==> src/rtl/baud_gen_regs.vh <==
/*
  register map, field positions, reset values and fixed counts of the baud generator.
  assumes a 32-bit apb bus with byte addresses on word boundaries.
*/
`ifndef BAUD_GEN_REGS_VH
`define BAUD_GEN_REGS_VH

`define MODE_REG_ADDR      8'h04
`define BAUD_GEN_REG_ADDR  8'h20
`define ISO_RATIO_REG_ADDR 8'h40
`define ISO_CODE_REG_ADDR  8'h44
`define ISO_DEC_REG_ADDR   8'h48
`define STATUS_REG_ADDR    8'h50

// mode register fields
`define MODE_OP_LSB        0
`define MODE_OP_MSB        3
`define MODE_SRC_LSB       4
`define MODE_SRC_MSB       5
`define MODE_SYNC_BIT      8
`define MODE_CLKOUT_BIT    18
`define MODE_OVER_BIT      19
`define MODE_RESET         32'h0000_0000

// operating mode codes: 0 plain serial, iso codes select smart-card
`define OP_NORMAL          4'h0
`define OP_ISO_T0          4'h4
`define OP_ISO_T1          4'h6

// clock source codes
`define SRC_MCK            2'h0
`define SRC_MCK_DIV        2'h1
`define SRC_EXT            2'h3

// baud generator register fields
`define BG_CD_LSB          0
`define BG_CD_MSB          15
`define BG_FP_LSB          16
`define BG_FP_MSB          18
`define BG_RESET           32'h0000_0000

`define ISO_RATIO_RESET    11'h174
`define ISO_CODE_RESET     8'h11

// fixed prescale of the divided master clock, oversampling counts and fraction steps
`define MCK_DIV_FACTOR     4'h8
`define OVERSAMPLE_16      5'h10
`define OVERSAMPLE_8       5'h08
`define FRAC_STEPS         4'h8

`endif

==> src/rtl/_unused_marker_none.v <==
/*
  intentionally empty; holds no logic.
  assumes nothing.
*/

==> src/rtl/baud_gen.v <==
/*
  baud rate generator: source selection, clock divisor with optional
  fractional extension, oversampling divide, smart-card second divider and
  serial clock pin drive, with an apb register slave.
  assumes all inputs synchronous to core_clk and sck_in well below core_clk.
*/
// Design decisions made here: the APB interface to the registers and the address map.
// Operation
// - async: source divided by divisor gives sample clock, then by 16 or 8.
// - oversampling select 1 gives 8 samples per bit, 0 gives 16.
// - nonzero fraction extends divisor by fraction over eight.
// - fraction applies only in plain serial mode, never in special modes.
// - sync: bit clock is source divided by divisor, no oversampling.
// - sync with external source: serial clock pin is bit clock, divisor ignored.
// - master clock source gives 50:50 pin duty for even divisors and divisor 1; odd divisors above 1 stay high one cycle longer.
// - smart-card: divisor output is card clock, driven on pin when enabled.
// - smart-card: card clock divided by ratio field, up to 2047.
// - ratio field resets to 0x174.
// - rate adjust code maps to 1,2,4,8,16,32,12,20.
// - clock division code maps to 372..2048 per table.
// - divisor 0 stops the clock except in sync with external source, divisor 1 bypasses the divider.
// - source is master clock, master clock over 8, or serial clock pin.
`include "baud_gen_regs.vh"

module baud_gen (
  input  wire        core_clk,
  input  wire        reset_n,
  input  wire        psel,
  input  wire        penable,
  input  wire        pwrite,
  input  wire [7:0]  paddr,
  input  wire [31:0] pwdata,
  output reg  [31:0] prdata,
  output reg         pready,
  output reg         pslverr,
  input  wire        sck_in,
  output reg         sck_out,
  output reg         sck_oe,
  output reg         sample_tick,
  output reg         baud_tick
);

  function [11:0] fi_decode;
    input [3:0] code;
    begin
      case (code)
        4'h0, 4'h1: fi_decode = 12'd372;
        4'h2:       fi_decode = 12'd558;
        4'h3:       fi_decode = 12'd744;
        4'h4:       fi_decode = 12'd1116;
        4'h5:       fi_decode = 12'd1488;
        4'h6:       fi_decode = 12'd1860;
        4'h9:       fi_decode = 12'd512;
        4'ha:       fi_decode = 12'd768;
        4'hb:       fi_decode = 12'd1024;
        4'hc:       fi_decode = 12'd1536;
        4'hd:       fi_decode = 12'd2048;
        default:    fi_decode = 12'd0;
      endcase
    end
  endfunction

  function [5:0] di_decode;
    input [3:0] code;
    begin
      case (code)
        4'h1:    di_decode = 6'd1;
        4'h2:    di_decode = 6'd2;
        4'h3:    di_decode = 6'd4;
        4'h4:    di_decode = 6'd8;
        4'h5:    di_decode = 6'd16;
        4'h6:    di_decode = 6'd32;
        4'h8:    di_decode = 6'd12;
        4'h9:    di_decode = 6'd20;
        default: di_decode = 6'd0;
      endcase
    end
  endfunction

  reg  [31:0] mode_register_q;
  reg  [31:0] baud_gen_register_q;
  reg  [10:0] iso_sampling_divider_q;
  reg  [7:0]  iso_code_q;
  reg         sck_prev_q;
  reg  [3:0]  pre_q;
  reg  [15:0] div_cnt_q;
  reg  [2:0]  frac_acc_q;
  reg  [4:0]  over_cnt_q;
  reg  [10:0] iso_cnt_q;
  // divisor 1: the pin toggles on each source step since no divider runs
  reg         core_clk_half_q;
  reg         sck_div1_q;

  wire [3:0]  op_mode              = mode_register_q[`MODE_OP_MSB:`MODE_OP_LSB];
  wire [1:0]  baud_source_select   = mode_register_q[`MODE_SRC_MSB:`MODE_SRC_LSB];
  wire        sync_mode            = mode_register_q[`MODE_SYNC_BIT];
  wire        card_clock_output    = mode_register_q[`MODE_CLKOUT_BIT];
  wire        over                 = mode_register_q[`MODE_OVER_BIT];
  wire [15:0] clock_divisor        = baud_gen_register_q[`BG_CD_MSB:`BG_CD_LSB];
  wire [2:0]  fraction_part        = baud_gen_register_q[`BG_FP_MSB:`BG_FP_LSB];
  wire [3:0]  rate_adjust_code     = iso_code_q[3:0];
  wire [3:0]  clock_division_code  = iso_code_q[7:4];

  wire iso_mode = (op_mode == `OP_ISO_T0) || (op_mode == `OP_ISO_T1);
  wire ext_direct = sync_mode && (baud_source_select == `SRC_EXT);

  // source clock enable per selected source
  wire sck_rise = sck_in && !sck_prev_q;
  reg  src_en;
  always @* begin
    case (baud_source_select)
      `SRC_MCK:     src_en = 1'b1;
      `SRC_MCK_DIV: src_en = (pre_q == `MCK_DIV_FACTOR - 4'h1);
      `SRC_EXT:     src_en = sck_rise;
      default:      src_en = 1'b0;
    endcase
  end

  // fractional carry lengthens this period by one source clock
  wire        frac_on   = (fraction_part != 3'h0) && !sync_mode
                          && (op_mode == `OP_NORMAL);
  wire [3:0]  frac_sum  = {1'b0, frac_acc_q} + {1'b0, fraction_part};
  wire        frac_ext  = frac_on && frac_sum[3];
  wire [16:0] limit     = {1'b0, clock_divisor} + {16'h0, frac_ext};
  wire        cd_zero   = (clock_divisor == 16'h0);
  wire        div_tc    = ({1'b0, div_cnt_q} >= limit - 17'h1);
  // divisor 1 gives tc every enable, so the divider is bypassed
  wire        div_pulse = src_en && div_tc && !cd_zero;
  wire [16:0] half      = (limit + 17'h1) >> 1;

  wire [4:0]  over_lim  = over ? `OVERSAMPLE_8 : `OVERSAMPLE_16;
  // >= so a limit lowered mid-count ends the period at once instead of wrapping
  wire        over_tc   = (over_cnt_q >= over_lim - 5'h1);
  wire        iso_zero  = (iso_sampling_divider_q == 11'h0);
  wire        iso_tc    = (iso_cnt_q >= iso_sampling_divider_q - 11'h1);

  reg         sample_d;
  reg         baud_d;
  always @* begin
    sample_d = 1'b0;
    baud_d   = 1'b0;
    if (iso_mode) begin
      baud_d = div_pulse && iso_tc && !iso_zero;
    end else if (sync_mode) begin
      if (ext_direct) begin
        baud_d = sck_rise;
      end else begin
        baud_d = div_pulse;
      end
    end else begin
      sample_d = div_pulse;
      baud_d   = div_pulse && over_tc;
    end
  end

  // pin clock: high for the first half of each divided period
  reg sck_d;
  reg sck_oe_d;
  always @* begin
    sck_d    = !cd_zero && ({1'b0, div_cnt_q} < half);
    sck_oe_d = 1'b0;
    if (iso_mode) begin
      sck_oe_d = card_clock_output;
    end else if (sync_mode && !ext_direct) begin
      sck_oe_d = 1'b1;
    end
    if (clock_divisor == 16'h1) begin
      sck_d = (baud_source_select == `SRC_MCK) ? core_clk_half_q : sck_div1_q;
    end
  end

  // pin edge detect and the toggles used while the divider is bypassed
  always @(posedge core_clk or negedge reset_n) begin
    if (!reset_n) begin
      sck_prev_q      <= 1'b0;
      core_clk_half_q <= 1'b0;
      sck_div1_q      <= 1'b0;
    end else begin
      sck_prev_q      <= sck_in;
      core_clk_half_q <= !core_clk_half_q;
      if (src_en) begin
        sck_div1_q <= !sck_div1_q;
      end
    end
  end

  // fixed prescaler behind the divided master clock source
  always @(posedge core_clk or negedge reset_n) begin
    if (!reset_n) begin
      pre_q <= 4'h0;
    end else if (pre_q == `MCK_DIV_FACTOR - 4'h1) begin
      pre_q <= 4'h0;
    end else begin
      pre_q <= pre_q + 4'h1;
    end
  end

  // clock divisor with the fractional accumulator
  always @(posedge core_clk or negedge reset_n) begin
    if (!reset_n) begin
      div_cnt_q  <= 16'h0;
      frac_acc_q <= 3'h0;
    end else if (cd_zero) begin
      div_cnt_q <= 16'h0;
    end else if (src_en) begin
      if (div_tc) begin
        div_cnt_q  <= 16'h0;
        frac_acc_q <= frac_on ? frac_sum[2:0] : 3'h0;
      end else begin
        div_cnt_q <= div_cnt_q + 16'h1;
      end
    end
  end

  // oversampling counter, one step per divided period
  always @(posedge core_clk or negedge reset_n) begin
    if (!reset_n) begin
      over_cnt_q <= 5'h0;
    end else if (div_pulse) begin
      over_cnt_q <= over_tc ? 5'h0 : over_cnt_q + 5'h1;
    end
  end

  // smart-card ratio counter, one step per card clock period
  always @(posedge core_clk or negedge reset_n) begin
    if (!reset_n) begin
      iso_cnt_q <= 11'h0;
    end else if (div_pulse) begin
      if (iso_tc || iso_zero) begin
        iso_cnt_q <= 11'h0;
      end else begin
        iso_cnt_q <= iso_cnt_q + 11'h1;
      end
    end
  end

  // registered outputs
  always @(posedge core_clk or negedge reset_n) begin
    if (!reset_n) begin
      sample_tick <= 1'b0;
      baud_tick   <= 1'b0;
      sck_out     <= 1'b0;
      sck_oe      <= 1'b0;
    end else begin
      sample_tick <= sample_d;
      baud_tick   <= baud_d;
      sck_out     <= sck_d;
      sck_oe      <= sck_oe_d;
    end
  end

  // apb slave: answer prepared in setup, pready high in the access cycle
  wire setup  = psel && !penable;
  wire access = psel && penable && pready;
  reg  [31:0] rd_d;
  reg         hit_d;
  always @* begin
    rd_d  = 32'h0;
    hit_d = 1'b1;
    case (paddr)
      `MODE_REG_ADDR:      rd_d = mode_register_q;
      `BAUD_GEN_REG_ADDR:  rd_d = baud_gen_register_q;
      `ISO_RATIO_REG_ADDR: rd_d = {21'h0, iso_sampling_divider_q};
      `ISO_CODE_REG_ADDR:  rd_d = {24'h0, iso_code_q};
      `ISO_DEC_REG_ADDR:   rd_d = {4'h0, fi_decode(clock_division_code), 10'h0,
                                   di_decode(rate_adjust_code)};
      `STATUS_REG_ADDR:    rd_d = {28'h0, sck_oe, sck_out, frac_acc_q != 3'h0,
                                   div_cnt_q != 16'h0};
      default:             hit_d = 1'b0;
    endcase
  end

  always @(posedge core_clk or negedge reset_n) begin
    if (!reset_n) begin
      prdata                 <= 32'h0;
      pready                 <= 1'b0;
      pslverr                <= 1'b0;
      mode_register_q        <= `MODE_RESET;
      baud_gen_register_q    <= `BG_RESET;
      iso_sampling_divider_q <= `ISO_RATIO_RESET;
      iso_code_q             <= `ISO_CODE_RESET;
    end else begin
      pready  <= setup;
      pslverr <= setup && !hit_d;
      prdata  <= (setup && !pwrite) ? rd_d : 32'h0;
      if (access && pwrite) begin
        case (paddr)
          `MODE_REG_ADDR:      mode_register_q <= pwdata;
          `BAUD_GEN_REG_ADDR:  baud_gen_register_q <= {13'h0, pwdata[18:0]};
          `ISO_RATIO_REG_ADDR: iso_sampling_divider_q <= pwdata[10:0];
          `ISO_CODE_REG_ADDR:  iso_code_q <= pwdata[7:0];
          default:             ;
        endcase
      end
    end
  end

endmodule // baud_gen

==> config.mk <==
export PLATFORM = sky130hd
export DESIGN_NAME = baud_gen
export DESIGN_NICKNAME = d
export VERILOG_FILES = /design/src/rtl/_unused_marker_none.v /design/src/rtl/baud_gen.v
export VERILOG_INCLUDE_DIRS = /design/src /design/src/rtl
export SDC_FILE = /design/constraint.sdc
export NUM_CORES = 1
export LEC_CHECK = 0
export BUFFER_PORTS_ARGS = -buffer_cell sky130_fd_sc_hd__buf_2
export CAP_MARGIN = 5
export CORE_ASPECT_RATIO = 0.5
export CORE_MARGIN = 4
export CORE_UTILIZATION = 60
export CTS_CLUSTER_SIZE = 8
export DETAILED_ROUTE_END_ITERATION = 8
export GPL_TIMING_DRIVEN = 0
export PLACE_DENSITY = 0.8
export SYNTH_ARGS = -nofsm -noshare
export SYNTH_HDL_FRONTEND = slang
export SYNTH_SLANG_ARGS = --single-unit
==> constraint.sdc <==
create_clock -name core_clk -period 6.7 [get_ports core_clk]
set_input_delay 0.335 -clock core_clk [delete_from_list [all_inputs] [get_ports core_clk]]
set_output_delay 0.335 -clock core_clk [all_outputs]
set_load 0.01 [all_outputs]
==> impl_results.md <==
- Result of the run: complete, but fails checks
- Violations in the final reports: negative hold slack
- Most common library cells after synthesis: sky130_fd_sc_hd__dfrtp_1 (143), sky130_fd_sc_hd__nor2_1 (79), sky130_fd_sc_hd__nand2_1 (69)
- Latest clock arrival within the worst-skew pair: 0.43 ns
- Sequential fraction of the synthesis area: 41.27%
- Seq cells post-synth: 150
- Cell Pwr Density: around 200 nW/um^2
- Detailed Route WL: approximately 24,000 um
- Top-count cell post-synth: sky130_fd_sc_hd__dfrtp_1
- Count of inserted antenna diode cells: 0
- Final GP Congestion: 0.9309
- Average vias per placed instance: about 6.2
- Data arrival time of the worst path: roughly 6.4 ns
- Min Clock Period, post-route: approximately 6.1 ns
- Biggest fanout along the worst timing path: 10
- WL/cell: a little under 20 um
- Number of clock sinks: 150
- Reg-to-reg slack, setup: between 0.5 and 0.6 ns
- Number of nets at the end of the flow: around 1,100
- Number of enable flip-flop cells after synthesis: 0
- Post-detailed-route DRC marker count: 0
- Max-capacitance violation count: 0
- Share of the cycle needed by the critical path after routing: between 90% and 100%
- Clock root cell: sky130_fd_sc_hd__clkbuf_16
- Die H: approximately 95 um
- Type of element capturing the critical path: register
- Post-synth ARST share: 100.0%
- Max Fclk: 163.9 MHz
- Count of final hold-check violations: 37
- Aggregate global-route resource usage: 28.97%
- Count of input and output buffers: 83
- First-pass GRT wire length: 39,750 um
- Number of nets still failing antenna checks after routing: 0
- Hold Crit Class: primary input to asynchronous set/reset pin
- Final Max Slew Viols: 0
- Total via count after detailed routing: 7,648
- Number of standard cells in the layout, taps in and fillers out: 1,225
- Post-placement cell count: 1,194
- Worst hold slack after final layout: -0.02434 ns
- Number of iterations in the first detailed-routing pass: 5
- Placement Setup Slack: ~0.68 ns
- Hold buffers post-CTS: 0
- Critical setup path kind: register to register
- Die width: 182.3 um
- Post-Syn Area per Cell: ~10 sq um
- WP data required: 7.03 ns
- Cell accounting for the most synthesized area: sky130_fd_sc_hd__dfrtp_1
- Site row count: 31
- TritonCTS clock tree: built
- Top cell type's share of synthesized area: 39.25%
- Initial antenna violation count: 1
- I/O pins: 84
- Worst Max-Slew Pin Slew: around 1.3 ns
- Worst Setup Slack, final: 0.5972 ns
- Vias in the first global route: 7,671
- Total leakage power: 4.896 nW
- Number of buffers created by CTS: 17
- Startpoint class of the critical path: register
- Number of buffers inserted by post-CTS setup repair: 0
- Clock H-tree levels: 4
- Synthesized cell area: just over 9000 sq um
- Die Footprint: 17,350 sq um
- Post-synthesis net count: 1,022
- Synthesis-to-layout area growth: 13.81%
- Most area-consuming cells after synthesis: sky130_fd_sc_hd__dfrtp_1 (39%), sky130_fd_sc_hd__ha_1 (8.6%), sky130_fd_sc_hd__mux2_2 (8.4%), sky130_fd_sc_hd__nor2_1 (3.3%), sky130_fd_sc_hd__xnor2_1 (3.2%)
- YS warnings: 0
- Logic depth of the worst register-to-register path: 22
- Largest net degree at the start of global routing: 85
- Maximum resistive drop on vdd: 195.7 uV
- Setup violations, final: 0
- Gate count of the mapped netlist: roughly 910
- Setup TNS Final: 0 ns
- Setup repair after global routing missed its margin: false
- Clk pin slew, worst setup/hold paths: around 0.070 ns
- Worst reg2reg endpoint: iso_cnt_q[8]
- Number of distinct library cells after synthesis: 71
- Initial cell density of the core: 62.18%
- Setup Skew: 0.01069 ns
- Leading register cell type out of synthesis: sky130_fd_sc_hd__dfrtp_1
- Detailed placer's ending HPWL: 17,050 um
- Initial detailed-routing violation count: approximately 660
- Gates resized, CTS repair: 0
- Fraction of final layout cells sized beyond drive strength 1: approximately 22%
- Reg-to-reg critical path startpoint: baud_gen_register_q[17]
- Area of the core: 14,660 sq um
- Total congestion overflow after global routing: 0
- Relative slew slack: roughly 15%
- Maximum root-to-sink buffer count: 2
==> logic make-up after synthesis <==
kind of cell               Yosys count  share of synthesized area (%)
AOI/OAI and AO/OA                  174                          12.70
and+or+nand+nor                    327                          18.54
DFF                                150                          41.27
buffers and inverters               63                          3.116
muxes                               80                          9.950
xor gates and xnor gates            54                          5.559
adders and majority gates           64                          8.866
==> final cells by class <==
cell class	instances	area, sq um
plain buffers	34	175.2
clock buffers	19	442.9
clock inverters	12	118.9
fillers	1089	4287
inverters	29	108.9
multi-input cells	699	5070
flip-flops and latches	150	3762
well taps	198	247.7
repair buffers	84	449.2
==> stage by stage <==
step	power [mW]	utilization (%)	area, sq um
6_report	2.114	70.76	10380
5_1_grt	2.199	70.76	10380
4_1_cts	2.117	70.76	10380
3_5_place_dp	1.190	66.93	9813
3_3_place_gp	1.174	66.70	9779
2_1_floorplan	1.104	-	9116
==> sequential cells by signal, summed over array words and instances (netlist names), 4 cells and up <==
| signal | flops |
|---|---|
| baud_gen_register_q | 19 |
| iso_code_q | 8 |
| mode_register_q | 32 |
| iso_sampling_divider_q | 11 |
| iso_cnt_q | 11 |
| div_cnt_q | 16 |
| prdata | 32 |
| pre_q | 4 |
| over_cnt_q | 5 |
==> metal layers <==
layer  wire length (um)  share of wire (%)  vias to the layer above  track usage [%]
met5                 12              0.050                        -                0
li1                   -                  -                     3539                -
met1              10350                 43                     3753            38.89
met4                470                2.0                        2            9.426
met2              11050                 46                      304            46.88
met3               1909                8.0                       50            7.355
==> worst max path at each step <==
stage	start	endpoint	slack (ns)	cells after the start
after global routing	baud_gen_register_q[17]	iso_cnt_q[8]	0.26	22
after global placement	baud_gen_register_q[17]	div_cnt_q[8]	0.87	23
after CTS	baud_gen_register_q[17]	iso_cnt_q[8]	0.68	21
after detailed placement	baud_gen_register_q[17]	iso_cnt_q[8]	0.68	21
after floorplan	baud_gen_register_q[17]	div_cnt_q[10]	1.88	23
final	baud_gen_register_q[17]	iso_cnt_q[8]	0.60	22
==> power by group <==
part | internal, mW | total (mW) | switching, mW
Sequential | 0.929 | 0.976 | 0.0466
Combinational | 0.0956 | 0.199 | 0.104
Clock | 0.526 | 0.938 | 0.412
Total | 1.55 | 2.11 | 0.562
==> worst max-delay path, stage by stage (launching register included) <==
cell and delay [ns]:
sky130_fd_sc_hd__dfrtp_1 0.42, sky130_fd_sc_hd__o311ai_0 0.75, sky130_fd_sc_hd__nor2_1 0.24, sky130_fd_sc_hd__ha_1 0.31, sky130_fd_sc_hd__ha_1 0.21, sky130_fd_sc_hd__buf_6 0.14, sky130_fd_sc_hd__nand3_2 0.16, sky130_fd_sc_hd__nor2_1 0.07
sky130_fd_sc_hd__xnor2_1 0.51, sky130_fd_sc_hd__nand3_1 0.36, sky130_fd_sc_hd__or4_1 0.47, sky130_fd_sc_hd__o21ai_0 0.11, sky130_fd_sc_hd__xnor2_1 0.13, sky130_fd_sc_hd__ha_1 0.29, sky130_fd_sc_hd__nand4_1 0.10, sky130_fd_sc_hd__nor3_1 0.26
sky130_fd_sc_hd__o31ai_1 0.15, sky130_fd_sc_hd__nand4_1 0.20, sky130_fd_sc_hd__nand2_1 0.09, sky130_fd_sc_hd__mux2i_2 0.32, sky130_fd_sc_hd__buf_6 0.21, sky130_fd_sc_hd__nand3_2 0.20, sky130_fd_sc_hd__o31ai_1 0.30
==> cell usage in the layout, fill, tap and decap left out, types with 4 or more instances in the layout <==
cell                        instances
sky130_fd_sc_hd__dfrtp_1          143
sky130_fd_sc_hd__buf_2             87
sky130_fd_sc_hd__nor2_1            79
sky130_fd_sc_hd__nand2_1           69
sky130_fd_sc_hd__mux2_2            68
sky130_fd_sc_hd__ha_1              63
sky130_fd_sc_hd__o21ai_0           39
sky130_fd_sc_hd__nand3_1           38
sky130_fd_sc_hd__a21oi_1           38
sky130_fd_sc_hd__xnor2_1           33
sky130_fd_sc_hd__nor3_1            32
sky130_fd_sc_hd__inv_1             29
sky130_fd_sc_hd__clkbuf_1          22
sky130_fd_sc_hd__a22oi_1           21
sky130_fd_sc_hd__xor2_1            18
sky130_fd_sc_hd__clkbuf_16         17
sky130_fd_sc_hd__nor4_1            15
sky130_fd_sc_hd__nand2b_1          15
sky130_fd_sc_hd__nand4_1           15
sky130_fd_sc_hd__and3_1            14
sky130_fd_sc_hd__a21o_1            14
sky130_fd_sc_hd__a221o_1           12
sky130_fd_sc_hd__nor2b_1           10
sky130_fd_sc_hd__mux2i_1            9
sky130_fd_sc_hd__o31ai_1            9
sky130_fd_sc_hd__a221oi_1           7
sky130_fd_sc_hd__dfstp_2            7
sky130_fd_sc_hd__buf_6              6
sky130_fd_sc_hd__or2_2              5
sky130_fd_sc_hd__o22ai_1            5
sky130_fd_sc_hd__o21a_1             5
sky130_fd_sc_hd__inv_6              5
sky130_fd_sc_hd__or3_1              4
sky130_fd_sc_hd__or4_1              4
sky130_fd_sc_hd__a31oi_1            4
Note: power is estimated with default switching activity, not from simulation.
